<file path="src/core/pxfmt_pkg.sv">
// Constants shared by the pixel output formatter and its helpers.
// Assumes a 32-bit APB slave with one register per aligned word.
package pxfmt_pkg;
  // Register indices as printed; byte address is four times the index
  localparam logic [7:0] IDX_FORMAT   = 8'h18;
  localparam logic [7:0] IDX_HS_WIDTH = 8'h19;
  localparam logic [7:0] IDX_DISABLE  = 8'h1a;
  localparam logic [7:0] IDX_POWER    = 8'h1b;
  localparam logic [7:0] IDX_PLL_TUNE = 8'h1c;
  localparam logic [7:0] IDX_STATUS   = 8'h20;
  localparam int         ADDR_SHIFT   = 2;

  // Reset values, and the mask of writable power bits
  localparam logic [7:0] RST_FORMAT   = 8'h00;
  localparam logic [7:0] RST_HS_WIDTH = 8'h10;
  localparam logic [7:0] RST_DISABLE  = 8'h00;
  localparam logic [7:0] RST_POWER    = 8'h00;
  localparam logic [7:0] RST_PLL_TUNE = 8'h49;
  localparam logic [7:0] POWER_MASK   = 8'h0f;

  // Field positions of output_format_control
  localparam int FMT_WIDE     = 0;
  localparam int FMT_ILEAVE   = 1;
  localparam int FMT_SWAP     = 2;
  localparam int FMT_CHROMA_ORDER_SELECT = 3;
  localparam int FMT_422      = 4;
  localparam int FMT_CLK_POL  = 5;
  localparam int FMT_FS_POL   = 6;
  localparam int FMT_LS_POL   = 7;

  // Field positions of output_pin_disable and power_down_control
  localparam int DIS_CLK_LO   = 6;
  localparam int DIS_CLK_HI   = 7;
  localparam int PWR_PLL      = 3;

  // Field positions of the status register
  localparam int ST_LEVEL_LO  = 0;
  localparam int ST_LINE_SYNC = 2;
  localparam int ST_PHASE     = 3;
  localparam int ST_STARVED   = 4;

  // Pixel word layout in the buffer
  localparam int PIX_W        = 26;
  localparam int PIX_FS       = 25;
  localparam int PIX_LS       = 24;
endpackage

</file>
<file path="src/core/pxfmt_sync.sv">
// Three-stage synchroniser for a level from another clock domain.
// Assumes the level is slow against clk_i; the output follows once stages two
// and three agree, which rejects a single metastable sample.
`timescale 1ns/1ps
module pxfmt_sync (
  input  wire logic clk_i,
  input  wire logic nrst_i,
  input  wire logic en_i,
  input  wire logic d_i,
  output logic      q_o
);
  logic s1_ff;   // First stage, read only by the second
  logic s2_ff;   // Second stage
  logic s3_ff;   // Third stage
  logic q_ff;    // Agreed level

  // Shift chain and agreement check
  always_ff @(posedge clk_i or negedge nrst_i) begin
    if (!nrst_i) begin
      s1_ff <= 1'b0;
      s2_ff <= 1'b0;
      s3_ff <= 1'b0;
      q_ff  <= 1'b0;
    end else if (en_i) begin
      s1_ff <= d_i;
      s2_ff <= s1_ff;
      s3_ff <= s2_ff;
      if (s2_ff == s3_ff) begin
        q_ff <= s3_ff;
      end
    end
  end

  assign q_o = q_ff;
endmodule

</file>
<file path="src/core/pxfmt_buf.sv">
// Two-entry valid/ready buffer in the pixel data path.
// Assumes both sides run on clk_i; ready and valid come straight from flops.
`timescale 1ns/1ps
module pxfmt_buf #(
  parameter int WIDTH = 26
) (
  input  wire logic             clk_i,
  input  wire logic             nrst_i,
  input  wire logic             en_i,
  input  wire logic             in_valid_i,
  output logic                  in_ready_o,
  input  wire logic [WIDTH-1:0] in_data_i,
  output logic                  out_valid_o,
  input  wire logic             out_ready_i,
  output logic [WIDTH-1:0]      out_data_o,
  output logic [1:0]            level_o
);
  logic [WIDTH-1:0] mem_ff [2];   // Storage entries
  logic             rd_ff;        // Read index
  logic             wr_ff;        // Write index
  logic [1:0]       cnt_ff;       // Occupancy
  logic [1:0]       nxt_cnt;
  wire              push = in_valid_i & in_ready_o;
  wire              pop  = out_valid_o & out_ready_i;

  assign nxt_cnt = cnt_ff + {1'b0, push} - {1'b0, pop};

  // Pointers and occupancy; full and empty are derived from the count
  always_ff @(posedge clk_i or negedge nrst_i) begin
    if (!nrst_i) begin
      rd_ff  <= 1'b0;
      wr_ff  <= 1'b0;
      cnt_ff <= 2'h0;
    end else if (en_i) begin
      if (push) begin
        mem_ff[wr_ff] <= in_data_i;
        wr_ff         <= ~wr_ff;
      end
      if (pop) begin
        rd_ff <= ~rd_ff;
      end
      cnt_ff <= nxt_cnt;
    end
  end

  assign in_ready_o  = (cnt_ff != 2'h2);
  assign out_valid_o = (cnt_ff != 2'h0);
  assign out_data_o  = mem_ff[rd_ff];
  assign level_o     = cnt_ff;
endmodule

</file>
<file path="src/core/pxfmt_top.sv">
// Output formatting stage of a triple-channel digitiser: APB registers,
// pixel buffer, bus width/interleave/swap, 4:2:2 decimation, sync outputs.
// Assumes pixels arrive on clk_i with valid/ready, and the pixel clock
// arrives from another domain, far slower than clk_i, and is sampled here.
`timescale 1ns/1ps
module pxfmt_top
  import pxfmt_pkg::*;
(
  input  wire logic        clk_i,
  input  wire logic        nrst_i,
  input  wire logic        en_i,
  // APB slave
  input  wire logic        psel_i,
  input  wire logic        penable_i,
  input  wire logic        pwrite_i,
  input  wire logic [9:0]  paddr_i,
  input  wire logic [31:0] pwdata_i,
  output logic             pready_o,
  output logic [31:0]      prdata_o,
  output logic             pslverr_o,
  // Pixel stream in
  input  wire logic        pix_valid_i,
  output logic             pix_ready_o,
  input  wire logic [7:0]  pix_red_i,
  input  wire logic [7:0]  pix_green_i,
  input  wire logic [7:0]  pix_blue_i,
  input  wire logic        pix_line_start_i,
  input  wire logic        pix_frame_sync_i,
  // Recovered pixel clock from the other domain
  input  wire logic        pixel_clk_i,
  // Output pins
  output logic             pixel_out_clock_o,
  output logic             pixel_out_clock_oe_o,
  output logic             line_sync_out_o,
  output logic             frame_sync_out_o,
  output logic [7:0]       red_primary_bus_o,
  output logic             red_primary_bus_oe_o,
  output logic [7:0]       red_secondary_bus_o,
  output logic             red_secondary_bus_oe_o,
  output logic [7:0]       green_primary_bus_o,
  output logic             green_primary_bus_oe_o,
  output logic [7:0]       green_secondary_bus_o,
  output logic             green_secondary_bus_oe_o,
  output logic [7:0]       blue_primary_bus_o,
  output logic             blue_primary_bus_oe_o,
  output logic [7:0]       blue_secondary_bus_o,
  output logic             blue_secondary_bus_oe_o,
  // Power controls
  output logic [2:0]       chan_power_down_o,
  output logic             pll_power_down_o,
  output logic [7:0]       pll_tuning_o
);
  // Registers
  logic [7:0]  fmt_ff;        // output_format_control
  logic [7:0]  hsw_ff;        // line_sync_pulse_width
  logic [7:0]  dis_ff;        // output_pin_disable
  logic [7:0]  pwr_ff;        // power_down_control
  logic [7:0]  tune_ff;       // pll_tuning_value
  logic        pready_ff;     // APB answer
  logic [31:0] prdata_ff;     // APB read data
  logic        pslverr_ff;    // APB error

  // Datapath state
  logic        clk_prev_ff;   // Last synced pixel clock level
  logic        dclk_ff;       // Output pixel clock
  logic        dclk_oe_ff;    // Output pixel clock enable
  logic [5:0]  oe_ff;         // Byte enables Rp Rs Gp Gs Bp Bs
  logic [7:0]  lcnt_ff;       // Line sync pixels still to go
  logic        phase_ff;      // 48-bit: 0 first pixel of pair
  logic        odd_ff;        // 4:2:2: pixel parity in line
  logic [7:0]  v_hold_ff;     // 4:2:2: V of last even pixel
  logic [23:0] stash_ff;      // 48-bit: first pixel awaiting its pair
  logic [23:0] prim_ff;       // Primary bus bytes R G B
  logic [23:0] sec_ff;        // Secondary bus bytes R G B
  logic        ls_ff;         // Line sync pin
  logic        fs_ff;         // Frame sync pin
  logic        starved_ff;    // Tick came with no pixel buffered

  // APB decode
  wire         apb_acc  = psel_i & penable_i & ~pready_ff;
  wire         apb_wr   = apb_acc & pwrite_i;
  wire [7:0]   idx      = paddr_i[9:ADDR_SHIFT];
  wire         aligned  = (paddr_i[ADDR_SHIFT-1:0] == 2'h0);
  wire         hit_fmt  = aligned & (idx == IDX_FORMAT);
  wire         hit_hsw  = aligned & (idx == IDX_HS_WIDTH);
  wire         hit_dis  = aligned & (idx == IDX_DISABLE);
  wire         hit_pwr  = aligned & (idx == IDX_POWER);
  wire         hit_tune = aligned & (idx == IDX_PLL_TUNE);
  wire         hit_st   = aligned & (idx == IDX_STATUS);
  wire         hit_any  = hit_fmt | hit_hsw | hit_dis | hit_pwr | hit_tune | hit_st;
  wire [7:0]   status;
  wire [7:0]   rd_mux   = hit_fmt  ? fmt_ff  :
                          hit_hsw  ? hsw_ff  :
                          hit_dis  ? dis_ff  :
                          hit_pwr  ? pwr_ff  :
                          hit_tune ? tune_ff :
                          hit_st   ? status  : 8'h00;

  // Format fields
  wire         wide     = fmt_ff[FMT_WIDE];
  wire         ileave   = fmt_ff[FMT_ILEAVE];
  wire         swap     = fmt_ff[FMT_SWAP];
  wire         chroma_order_select = fmt_ff[FMT_CHROMA_ORDER_SELECT];
  wire         mode422  = fmt_ff[FMT_422];
  wire         clk_pol  = fmt_ff[FMT_CLK_POL];

  // Pixel clock sampling and edge finding
  wire         clk_lvl;
  wire         clk_rise = clk_lvl & ~clk_prev_ff;
  wire         clk_fall = ~clk_lvl & clk_prev_ff;
  wire         tick     = clk_pol ? clk_rise : clk_fall;

  // Buffer
  wire [PIX_W-1:0] in_word = {pix_frame_sync_i, pix_line_start_i,
                              pix_red_i, pix_green_i, pix_blue_i};
  wire [PIX_W-1:0] word;
  wire             word_valid;
  wire [1:0]       level;
  wire             take     = tick & word_valid;

  // Fields of the word taken
  wire         w_ls     = word[PIX_LS];
  wire         w_fs     = word[PIX_FS];
  wire [7:0]   w_r      = word[23:16];
  wire [7:0]   w_g      = word[15:8];
  wire [7:0]   w_b      = word[7:0];

  // 4:2:2: red lane carries U on even pixels and V on odd ones
  wire         even_px  = w_ls | ~odd_ff;
  wire [7:0]   v_sel    = chroma_order_select ? w_r : v_hold_ff;
  wire [7:0]   chroma   = even_px ? w_b : v_sel;
  wire [23:0]  fmt_px   = mode422 ? {chroma, w_g, 8'h00}
                                  : {w_r, w_g, w_b};

  // 48-bit slot: phase restarts after line sync, swap reverses buses
  wire         ls_last  = (lcnt_ff == 8'h01) & ~w_ls;
  wire         cur_ph   = (w_ls | ls_last) ? 1'b0 : phase_ff;
  wire         to_sec   = cur_ph ^ swap;

  // Next values for the output buses
  logic [23:0] nxt_prim;
  logic [23:0] nxt_sec;
  logic [23:0] nxt_stash;
  always_comb begin
    nxt_prim  = prim_ff;
    nxt_sec   = sec_ff;
    nxt_stash = stash_ff;
    if (!wide) begin
      nxt_prim = fmt_px;
      nxt_sec  = 24'h000000;
    end else if (ileave) begin
      // Each bus loads on its own tick, so they change on opposite edges
      if (to_sec) begin
        nxt_sec = fmt_px;
      end else begin
        nxt_prim = fmt_px;
      end
    end else if (!cur_ph) begin
      // Hold the first pixel until its partner arrives
      nxt_stash = fmt_px;
    end else begin
      // Both buses load together on the second pixel
      nxt_prim = swap ? fmt_px : stash_ff;
      nxt_sec  = swap ? stash_ff : fmt_px;
    end
  end

  // Output clock: mirrors the input at 24 bits, halves it at 48 bits
  wire         nxt_dclk = wide ? (tick ? ~dclk_ff : dclk_ff) : clk_lvl;

  assign status = {3'h0, starved_ff, phase_ff, ls_ff ^ fmt_ff[FMT_LS_POL], level};

  // Synchroniser for the pixel clock
  pxfmt_sync u_clk_sync (
    .clk_i  (clk_i),
    .nrst_i (nrst_i),
    .en_i   (en_i),
    .d_i    (pixel_clk_i),
    .q_o    (clk_lvl)
  );

  // Two-entry buffer; a late tick simply leaves the word waiting
  pxfmt_buf #(
    .WIDTH (PIX_W)
  ) u_buf (
    .clk_i       (clk_i),
    .nrst_i      (nrst_i),
    .en_i        (en_i),
    .in_valid_i  (pix_valid_i),
    .in_ready_o  (pix_ready_o),
    .in_data_i   (in_word),
    .out_valid_o (word_valid),
    .out_ready_i (tick),
    .out_data_o  (word),
    .level_o     (level)
  );

  // APB slave: one wait state, answer and data from flops
  always_ff @(posedge clk_i or negedge nrst_i) begin
    if (!nrst_i) begin
      pready_ff  <= 1'b0;
      prdata_ff  <= 32'h00000000;
      pslverr_ff <= 1'b0;
    end else if (en_i) begin
      pready_ff  <= apb_acc;
      pslverr_ff <= apb_acc & ~hit_any;
      if (apb_acc) begin
        prdata_ff <= {24'h000000, rd_mux};
      end
    end
  end

  // Register writes; status is read only, reserved power bits stay zero
  always_ff @(posedge clk_i or negedge nrst_i) begin
    if (!nrst_i) begin
      fmt_ff  <= RST_FORMAT;
      hsw_ff  <= RST_HS_WIDTH;
      dis_ff  <= RST_DISABLE;
      pwr_ff  <= RST_POWER;
      tune_ff <= RST_PLL_TUNE;
    end else if (en_i && apb_wr) begin
      if (hit_fmt)  fmt_ff  <= pwdata_i[7:0];
      if (hit_hsw)  hsw_ff  <= pwdata_i[7:0];
      if (hit_dis)  dis_ff  <= pwdata_i[7:0];
      if (hit_pwr)  pwr_ff  <= pwdata_i[7:0] & POWER_MASK;
      if (hit_tune) tune_ff <= pwdata_i[7:0];
    end
  end

  // Pin enables; a set disable bit wins over any format setting
  always_ff @(posedge clk_i or negedge nrst_i) begin
    if (!nrst_i) begin
      oe_ff      <= 6'h00;
      dclk_oe_ff <= 1'b0;
    end else if (en_i) begin
      oe_ff      <= ~dis_ff[5:0];
      dclk_oe_ff <= ~(dis_ff[DIS_CLK_LO] | dis_ff[DIS_CLK_HI]);
    end
  end

  // Clock mirror and line sync counter
  always_ff @(posedge clk_i or negedge nrst_i) begin
    if (!nrst_i) begin
      clk_prev_ff <= 1'b0;
      dclk_ff     <= 1'b0;
      lcnt_ff     <= 8'h00;
    end else if (en_i) begin
      clk_prev_ff <= clk_lvl;
      dclk_ff     <= nxt_dclk;
      if (take && w_ls) begin
        lcnt_ff <= hsw_ff;
      end else if (take && lcnt_ff != 8'h00) begin
        lcnt_ff <= lcnt_ff - 8'h01;
      end
    end
  end

  // Pixel datapath, updated only on the active pixel clock edge
  always_ff @(posedge clk_i or negedge nrst_i) begin
    if (!nrst_i) begin
      phase_ff   <= 1'b0;
      odd_ff     <= 1'b0;
      v_hold_ff  <= 8'h00;
      stash_ff   <= 24'h000000;
      prim_ff    <= 24'h000000;
      sec_ff     <= 24'h000000;
      ls_ff      <= 1'b0;
      fs_ff      <= 1'b0;
      starved_ff <= 1'b0;
    end else if (en_i && tick) begin
      starved_ff <= ~word_valid;
      if (word_valid) begin
        // Phase restarts once line sync ends
        phase_ff  <= ~cur_ph;
        odd_ff    <= even_px;
        if (even_px) begin
          v_hold_ff <= w_r;
        end
        stash_ff  <= nxt_stash;
        prim_ff   <= nxt_prim;
        sec_ff    <= nxt_sec;
        ls_ff     <= w_ls | (lcnt_ff > 8'h01);
        fs_ff     <= w_fs;
      end
    end
  end

  // Pins; polarity applied at the output
  assign pixel_out_clock_o        = dclk_ff;
  assign pixel_out_clock_oe_o     = dclk_oe_ff;
  assign line_sync_out_o          = ls_ff ^ fmt_ff[FMT_LS_POL];
  assign frame_sync_out_o         = fs_ff ^ fmt_ff[FMT_FS_POL];
  assign red_primary_bus_o        = prim_ff[23:16];
  assign green_primary_bus_o      = prim_ff[15:8];
  assign blue_primary_bus_o       = prim_ff[7:0];
  assign red_secondary_bus_o      = sec_ff[23:16];
  assign green_secondary_bus_o    = sec_ff[15:8];
  assign blue_secondary_bus_o     = sec_ff[7:0];
  assign red_primary_bus_oe_o     = oe_ff[0];
  assign red_secondary_bus_oe_o   = oe_ff[1];
  assign green_primary_bus_oe_o   = oe_ff[2];
  assign green_secondary_bus_oe_o = oe_ff[3];
  assign blue_primary_bus_oe_o    = oe_ff[4];
  assign blue_secondary_bus_oe_o  = oe_ff[5];
  assign chan_power_down_o        = pwr_ff[2:0];
  assign pll_power_down_o         = pwr_ff[PWR_PLL];
  assign pll_tuning_o             = tune_ff;
  assign pready_o                 = pready_ff;
  assign prdata_o                 = prdata_ff;
  assign pslverr_o                = pslverr_ff;
endmodule

</file>
<file path="config.mk">
export PLATFORM = sky130hd
export DESIGN_NAME = pxfmt_top
export DESIGN_NICKNAME = d
export VERILOG_FILES = /design/src/core/pxfmt_pkg.sv /design/src/core/pxfmt_sync.sv /design/src/core/pxfmt_buf.sv /design/src/core/pxfmt_top.sv
export SDC_FILE = /design/constraint.sdc
export NUM_CORES = 1
export LEC_CHECK = 0
export ABC_AREA = 1
export BUFFER_PORTS_ARGS = -buffer_cell sky130_fd_sc_hd__buf_2
export CORE_MARGIN = 8
export CORE_UTILIZATION = 45
export CTS_BUF_LIST = sky130_fd_sc_hd__clkbuf_8
export DETAILED_ROUTE_END_ITERATION = 6
export GPL_TIMING_DRIVEN = 0
export MAX_ROUTING_LAYER = met4
export PLACE_DENSITY = 0.63
export SLEW_MARGIN = 30
export SYNTH_ARGS = -nofsm -noshare
export SYNTH_HDL_FRONTEND = slang
export SYNTH_SLANG_ARGS = --single-unit
</file>
<file path="constraint.sdc">
create_clock -name clk_i -period 3.8 [get_ports clk_i]
set_input_delay 0.19 -clock clk_i [delete_from_list [all_inputs] [get_ports clk_i]]
set_output_delay 0.19 -clock clk_i [all_outputs]
set_load 0.02 [all_outputs]
</file>
==> reports/metrics.csv, run 1 <==
stage,metric,value,unit
worst_setup_path,endpoint_kind,flip-flop,
synth,netlist_instances,1125,
clock_network,cts_tree,built,
cells_and_area,num-fill-cells,2024,
clock_network,ctsHoldBuffers,28,
detailed_routing,drt_iter0_drc,554,
worst_hold_path,min-delay-start,pwdata_i[7],
detailed_routing,detailroute.via_count,8212,
cells_and_area,drive_gt1_frac,0.209,
grt,overflow,0,
grt,grt_max_degree,84,
placed_design,port_buffers,132,
synth,ys_ff_latch,208,
cells_and_area,final_cell_area,11900,um2
floorplanning,fp-row-count,54,
timing,report.final.slew_viol_count,0,
grt,grt_pass1_vias,7939,
outcome,status,finished clean,
cells_and_area,final_common_cell,nand2_1,
placed_design,placed_area,10900,um2
timing,fmax,0.356,GHz
floorplanning,dieWidth,163,um
detailed_routing,drtPass1Iterations,5,
clock_network,cts_setup_buffers,0,
timing,worst_slack,0.993,ns
power_and_ir_drop,ir_drop,0.317,mV
clock_network,clk_path_buf_depth,3,
floorplanning,io_pins,181,
synth,synthArstFlopShare,0.750,
detailed_routing,drt-total-wl,26700,um
floorplanning,die-area,26600,um2
grt,grt.total_usage,0.207,
detailed_routing,wl_per_cell,16.1,um
placed_design,dp_slack,1.01,ns
cells_and_area,finalNetCount,1433,
detailed_routing,viasPerCell,4.94,
timing,final.min_clock_period,2.81,ns
worst_setup_path,r2r_start,u_buf.level_o[0],
clock_network,cts_sinks,208,
timing,post-route-period-util,0.739,
worst_setup_path,start_kind,primary input,
timing,max_slew.worst_pin.slew,0.583,ns
floorplanning,chipHeight,163,um
worst_setup_path,cp-startpoint,nrst_i,
timing,tns,0,ns
run,max_cap_viol_count,0,
worst_setup_path,arrival,3.02,ns
detailed_routing,drc,0,
timing,slew_headroom,0.609,
placed_design,place_hpwl,19600,um
timing,hold_viol,0,
clock_network,worst_skew_pair.late_latency,0.52,ns
timing,grt_setup_unrepaired,no,
power_and_ir_drop,power.density,562,nW/um2
cells_and_area,area_growth,21.9,%
synth,yosysSeqAreaShare,0.561,
synth,netlist_area,9750,um2
synth,synth-edff-count,52,
cells_and_area,antenna_cells,0,
synth,ys.warnings.count,0,
power_and_ir_drop,power.leakage,0.00594,uW
clock_network,cts_resized,0,
timing,setup_viol,0,
clock_network,cts_root_buf,clkbuf_8,
worst_setup_path,path_max_fanout,83,
placed_design,gp_congestion,0.882,
timing,finalClockSkew,0.0240,ns
synth,yosysUniqueCellTypes,45,
synth,synthFlopType,dfrtp_1,
floorplanning,core,21600,um2
clock_network,path_clk_slew,0.06,ns
worst_setup_path,cp.required,4.01,ns
worst_hold_path,hp-class,primary input to flip-flop,
grt,antenna_found_initial,0,
grt,grt_pass1_wl,42700,um
power_and_ir_drop,fin_total_pwr,6680,uW
detailed_routing,final_antenna_net_count,0,
worst_setup_path,crit_type,primary input to flip-flop,
cells_and_area,final_cell_mix,"nand2_1 (356), dfrtp_1 (152), buf_2 (145), o21ai_0 (130), inv_1 (103)",
floorplanning,initial_core_util,0.452,
clock_network,numCtsBuffers,36,
clock_network,cts_htree_levels,2,
synth,avgSynthCellArea,8.67,um2
==> critical path, stage by stage <==
cell           delay (ns)
dlygate4sd3_1        0.56
buf_8                0.46
buf_16               0.39
inv_1                0.15
nor3_2               0.52
buf_4                0.26
buf_4                0.19
buf_4                0.19
==> cells by family (layout without fill, tap and decap cells) <==
family | count (synthesis) | count (layout) | synth area share
simple gates | 520 | 520 | 0.223
buf+inv | 156 | 389 | 0.0774
xor+xnor | 6 | 6 | 0.00539
flops | 208 | 208 | 0.561
compound gates | 229 | 229 | 0.126
fa+ha+maj | 4 | 4 | 0.00513
other cells | 1 | 24 | 0.000385
mux | 1 | 1 | 0.00115
==> routing by layer <==
layer  track usage  wire, um
met1         0.302     13000
met2         0.287     11500
met3        0.0403      1630
met4        0.0559       507
met5             -         0
==> cell usage after synthesis, drive strengths merged, types with 4 or more instances <==
master   number  area, um2
dfrtp       152       3800
ha            4       50.1
nor2         85        344
o211ai        5       37.5
inv          89        339
buf          48        344
o21ai       160        823
o2111ai       4       35.0
nand4        10       83.8
nor3         10       55.1
clkbuf       19       71.3
nand2       361       1380
xor2          5       43.8
a21oi        50        265
dfstp         4        105
edfxtp       52       1560
or2          18        113
nand3        36        203
==> stage by stage <==
| stage | util | std cells | hold WS, ns |
|---|---|---|---|
| finish | 0.552 | 1661 | 0.0496 |
| global route | 0.552 | 1661 | 0.0476 |
| CTS | 0.552 | 1661 | 0.0238 |
| detailed placement | 0.508 | 1567 | 0.205 |
| global placement | 0.503 | 1560 | 0.379 |
| floorplan | - | 1148 | -0.106 |
==> area by class of cell <==
type	count	area, um2	share of cell area
Sequential cell	208	5470	0.460
Clock inverter	25	105	0.00884
Clock buffer	41	564	0.0475
Tap cell	280	350	0.0295
Timing Repair Buffer	167	1020	0.0861
Multi-Input combinational cell	784	3620	0.305
Inverter	89	339	0.0285
Buffer	67	415	0.0349
==> flip-flops by register name, summed over array words and instances (netlist names), 2 cells and up <==
name	flops
stash_ff	24
prim_ff	24
u_buf.mem_ff	52
oe_ff	6
prdata_o	8
dis_ff	8
fmt_ff	8
sec_ff	24
lcnt_ff	8
hsw_ff	8
pwr_ff	4
pll_tuning_o	8
u_buf.level_o	2
v_hold_ff	8
==> power breakdown <==
group / switching (uW) / total [uW] / internal (uW)
Sequential: 189 / 2800 / 2610
Clock: 884 / 1870 / 987
Combinational: 1360 / 2020 / 657
==> final timing paths <==
path,end,slack [ns],cells past startpoint
max,u_buf.mem_ff[0][13],0.99,8
min,hsw_ff[7],0.05,3
max reg2reg,u_buf.mem_ff[0][13],1.41,7
min reg2reg,sec_ff[23],0.47,2
max in group asynchronous,pll_tuning_o[0],2.70,3
min in group asynchronous,sec_ff[20],0.24,2
(Power assumes the default switching activity.)
==> run 2: changes to the inputs <==
Settings changed: ABC_AREA 1 to 0, PLACE_DENSITY 0.63 to 0.65.
Clock period 3.8 ns to 2.2 ns, I/O delays scaled along.
==> run 2 against run 1 <==
Net effect:
- the flow now finishes with violations (negative hold slack, negative setup slack)
- power rose by 83%
- via count decreased by 9.1%
- sequential cell count stayed put
- non-clock buffer count increased by 31
- setup slack worse by 1.0 ns
- routed wire length shrank 1.2%
- synthesized cell count is 27% lower
- synthesized area decreased by 0.91%
- design area grew 4.9%
- critical path type is now flip-flop to flip-flop
- largest cell class unchanged
- largest power group unchanged
- highest routed layer unchanged
==> reports/metrics.csv, run 2 <==
stage,metric,value,unit,change
outcome,status,"finished, violations left",,
outcome,violations,"negative hold slack, negative setup slack",,
clock_network,worst_skew_pair.late_latency,0.55,ns,+0.03 ns
timing,worst_slack,-0.0524,ns,-1.04 ns
grt,grt_pass1_vias,7369,,-7.2%
cells_and_area,antenna_cells,0,,unchanged
synth,netlist_instances,820,,-27%
power_and_ir_drop,switchingPower,4150,uW,+71%
synth,yosys-top-cells-count,"dfrtp_1 (152), nand2_1 (84), mux2_2 (65)",,
timing,hold_viol,1,,+1
power_and_ir_drop,seqPwrFrac,0.410,,-0.008
power_and_ir_drop,power.density,978,nW/um2,+74%
clock_network,cts_root_buf,clkbuf_8,,
grt,overflow,0,,unchanged
floorplanning,dieWidth,163,um,-0.41%
synth,ys_ff_latch,208,,unchanged
clock_network,clk_path_buf_depth,3,,unchanged
detailed_routing,drc,0,,unchanged
timing,finalClockSkew,0.0416,ns,+0.0176 ns
worst_hold_path,hp-class,primary input to flip-flop,,
power_and_ir_drop,ir_drop,0.748,mV,+140%
grt,use_met2,0.308,,+0.0202
worst_setup_path,regToRegEndpoint,prim_ff[3],,
synth,yosysSeqAreaShare,0.566,,+0.00516
floorplanning,fp-row-count,53,,-1.9%
cells_and_area,final_cell_area,12500,um2,+4.9%
power_and_ir_drop,p_comb_frac,0.318,,+0.016
worst_hold_path,min_path_cells,3,,unchanged
floorplanning,initial_core_util,0.460,,+0.00722
clock_network,cts_tree,built,,
cells_and_area,top_register,u_buf.mem_ff,,
clock_network,cts_htree_levels,2,,unchanged
timing,grt_setup_unrepaired,yes,,
power_and_ir_drop,p_int,8050,uW,+89%
grt,grt.total_usage,0.201,,-0.00624
synth,yosys.cell_count.top_type,dfrtp_1,,
synth,avgSynthCellArea,11.8,um2,+36%
synth,synthArstFlopShare,0.750,,unchanged
timing,fmax,0.444,GHz,
grt,use_met3,0.0402,,-0.000130
power_and_ir_drop,switching_share,0.340,,-0.0240
floorplanning,die-area,26400,um2,-0.82%
grt,grt_pass1_wl,41000,um,-4.1%
timing,max_slew.worst_pin.slew,0.688,ns,+0.105 ns
timing,tns,-0.409,ns,-0.409 ns
worst_hold_path,min-delay-start,en_i,,
worst_setup_path,crit_type,flip-flop to flip-flop,,
cells_and_area,drive_gt1_frac,0.354,,+0.144
timing,slew_headroom,0.538,,-0.0710
detailed_routing,wl_per_cell,19.1,um,+19%
cells_and_area,final_cell_mix,"dfrtp_1 (150), buf_2 (132), nand2_1 (83), mux2_2 (61), o21ai_0 (54)",,
power_and_ir_drop,clock_power_share,0.272,,-0.008
synth,synthFlopType,dfrtp_1,,
timing,final.min_clock_period,2.25,ns,
detailed_routing,drt_iter0_drc,564,,+1.8%
timing,post-route-period-util,1.02,,
worst_setup_path,r2r_slack,-0.05,ns,-1.46 ns
worst_setup_path,crit_path_top_delay_cell,dfrtp_1,,
placed_design,port_buffers,130,,-1.5%
cells_and_area,finalNetCount,1160,,-19%
grt,grt_max_degree,64,,-24%
timing,whs,-0.0395,ns,-0.0891 ns
floorplanning,io_pins,181,,unchanged
worst_setup_path,r2r_start,u_buf.rd_ff,,
synth,synth_top_area_frac,0.394,,+0.00359
timing,report.final.slew_viol_count,0,,unchanged
cells_and_area,final_common_cell,dfrtp_1,,
worst_setup_path,path_buf_inv,3,,-4
detailed_routing,viasPerCell,5.41,,+9.3%
worst_setup_path,path_cells,mux2_4 -> a311o_2 -> xnor2_2 -> a21oi_4 -> buf_6 -> buf_6 -> buf_8 -> mux2_4,,
placed_design,placed_area,10900,um2,-0.50%
synth,ys.warnings.count,0,,unchanged
detailed_routing,drtPass1Iterations,5,,unchanged
worst_hold_path,whs_endpoint,odd_ff,,
grt,gr-usage-met1,0.267,,-0.0351
worst_setup_path,arrival,2.65,ns,-0.37 ns
worst_setup_path,r2r_cells,8,,+1
cells_and_area,area_growth,29.1,%,
detailed_routing,detailroute.via_count,7466,,-9.1%
cells_and_area,num-fill-cells,1774,,-12%
grt,antenna_found_initial,0,,unchanged
placed_design,gp_congestion,0.889,,+0.82%
floorplanning,chipHeight,163,um,-0.41%
synth,synth-edff-count,52,,unchanged
clock_network,path_clk_slew,0.06,ns,about the same
grt,grt.busiest_layer,met2,,
synth,yosys-top-cells-area,"dfrtp_1 (39%), edfxtp_1 (16%), mux2_2 (7.6%)",,
detailed_routing,final_antenna_net_count,0,,unchanged
power_and_ir_drop,power.leakage,0.00571,uW,-3.9%
placed_design,place_hpwl,18300,um,-6.6%
worst_setup_path,start_kind,flip-flop,,
worst_setup_path,slowest_delay,0.41,ns,-0.15 ns
cells_and_area,largest_reg_flops,52,,unchanged
worst_setup_path,path_max_fanout,5,,-94%
synth,yosys.area.top_type,dfrtp_1,,
clock_network,numCtsBuffers,36,,unchanged
detailed_routing,drt-total-wl,26400,um,-1.2%
worst_setup_path,cp.required,2.60,ns,-1.41 ns
worst_setup_path,endpoint_kind,flip-flop,,
synth,yosysUniqueCellTypes,69,,+53%
floorplanning,core,21000,um2,-2.5%
synth,netlist_area,9660,um2,-0.91%
run,max_cap_viol_count,0,,unchanged
worst_setup_path,cpLargestDelayFamily,multiplexers,,
clock_network,cts_sinks,208,,unchanged
timing,setup_viol,11,,+11
==> run 2: cell type report <==
type / count / area, um2 / area share
clock buffer: 41 / 564 / 0.0453
inverter: 14 / 52.6 / 0.00421
multi-input combinational: 555 / 4060 / 0.326
tap: 275 / 344 / 0.0276
buffer: 64 / 452 / 0.0362
timing repair buffer: 201 / 1410 / 0.113
sequential: 208 / 5470 / 0.439
clock inverter: 23 / 109 / 0.00873
==> run 2: stage by stage <==
step | util | std cells | setup slack, ns | total power [uW] | hold WS [ns]
floorplan | - | 843 | -0.208 | 7280 | -0.186
global placement | 0.511 | 1248 | -3.18 | 8300 | 0.297
finish | 0.593 | 1381 | -0.0524 | 12200 | -0.0395
CTS | 0.586 | 1375 | -0.110 | 12100 | 0.0132
global route | 0.593 | 1381 | -0.115 | 12800 | 0.0188
detailed placement | 0.518 | 1252 | -0.303 | 8420 | 0.00740
==> run 2: how the worst max path moves through the flow <==
stage / startpoint / endpoint / slack, ns / cells after the start
CTS: u_buf.rd_ff / prim_ff[3] / -0.11 / 9
global route: u_buf.rd_ff / prim_ff[3] / -0.11 / 8
finish: u_buf.rd_ff / prim_ff[3] / -0.05 / 8
floorplan: u_buf.level_o[1] / u_buf.mem_ff[0][0] / -0.21 / 4
detailed placement: fmt_ff[0] / prim_ff[12] / -0.30 / 8
global placement: nrst_i / u_buf.mem_ff[1][8] / -3.18 / 3
==> run 2: tightest hold or removal path: cells and delay by family <==
family	cells	cell delay, ns
buf+inv	1	0.17
simple gates	1	0.12
compound gates	1	0.07
==> run 2: kinds of logic after synthesis <==
kind of cell / after synthesis / synth area share
simple gates: 210 / 0.107
flops: 208 / 0.566
compound gates: 199 / 0.134
mux: 110 / 0.135
buf+inv: 80 / 0.0444
xor+xnor: 8 / 0.00803
fa+ha+maj: 4 / 0.00518
other cells: 1 / 0.000388
==> run 2: repair_timing <==
item                       CTS  global route
hold endpoints to repair   246             0
gates cloned                 2             0
setup buffers               19             9
setup endpoints to repair  104            87
pin swaps                    6            11
hold buffers                38             0
resized for setup           53            38
==> run 2: metal layers <==
layer / up-vias / wire, um / part of all wire
met3: 52 / 1730 / 0.066
met2: 290 / 12200 / 0.46
met5: - / 0 / 0
met4: 0 / 544 / 0.021
li1: 3471 / - / -
met1: 3653 / 11900 / 0.45
==> run 2: power groups by stage <==
stage          clock [uW]  sequential [uW]  combinational [uW]
5_1_grt              3540             5060                4210
3_3_place_gp            0             5000                3300
4_1_cts              3370             4950                3820
2_1_floorplan           0             5210                2060
3_5_place_dp            0             5010                3410
6_report             3310             5000                3880
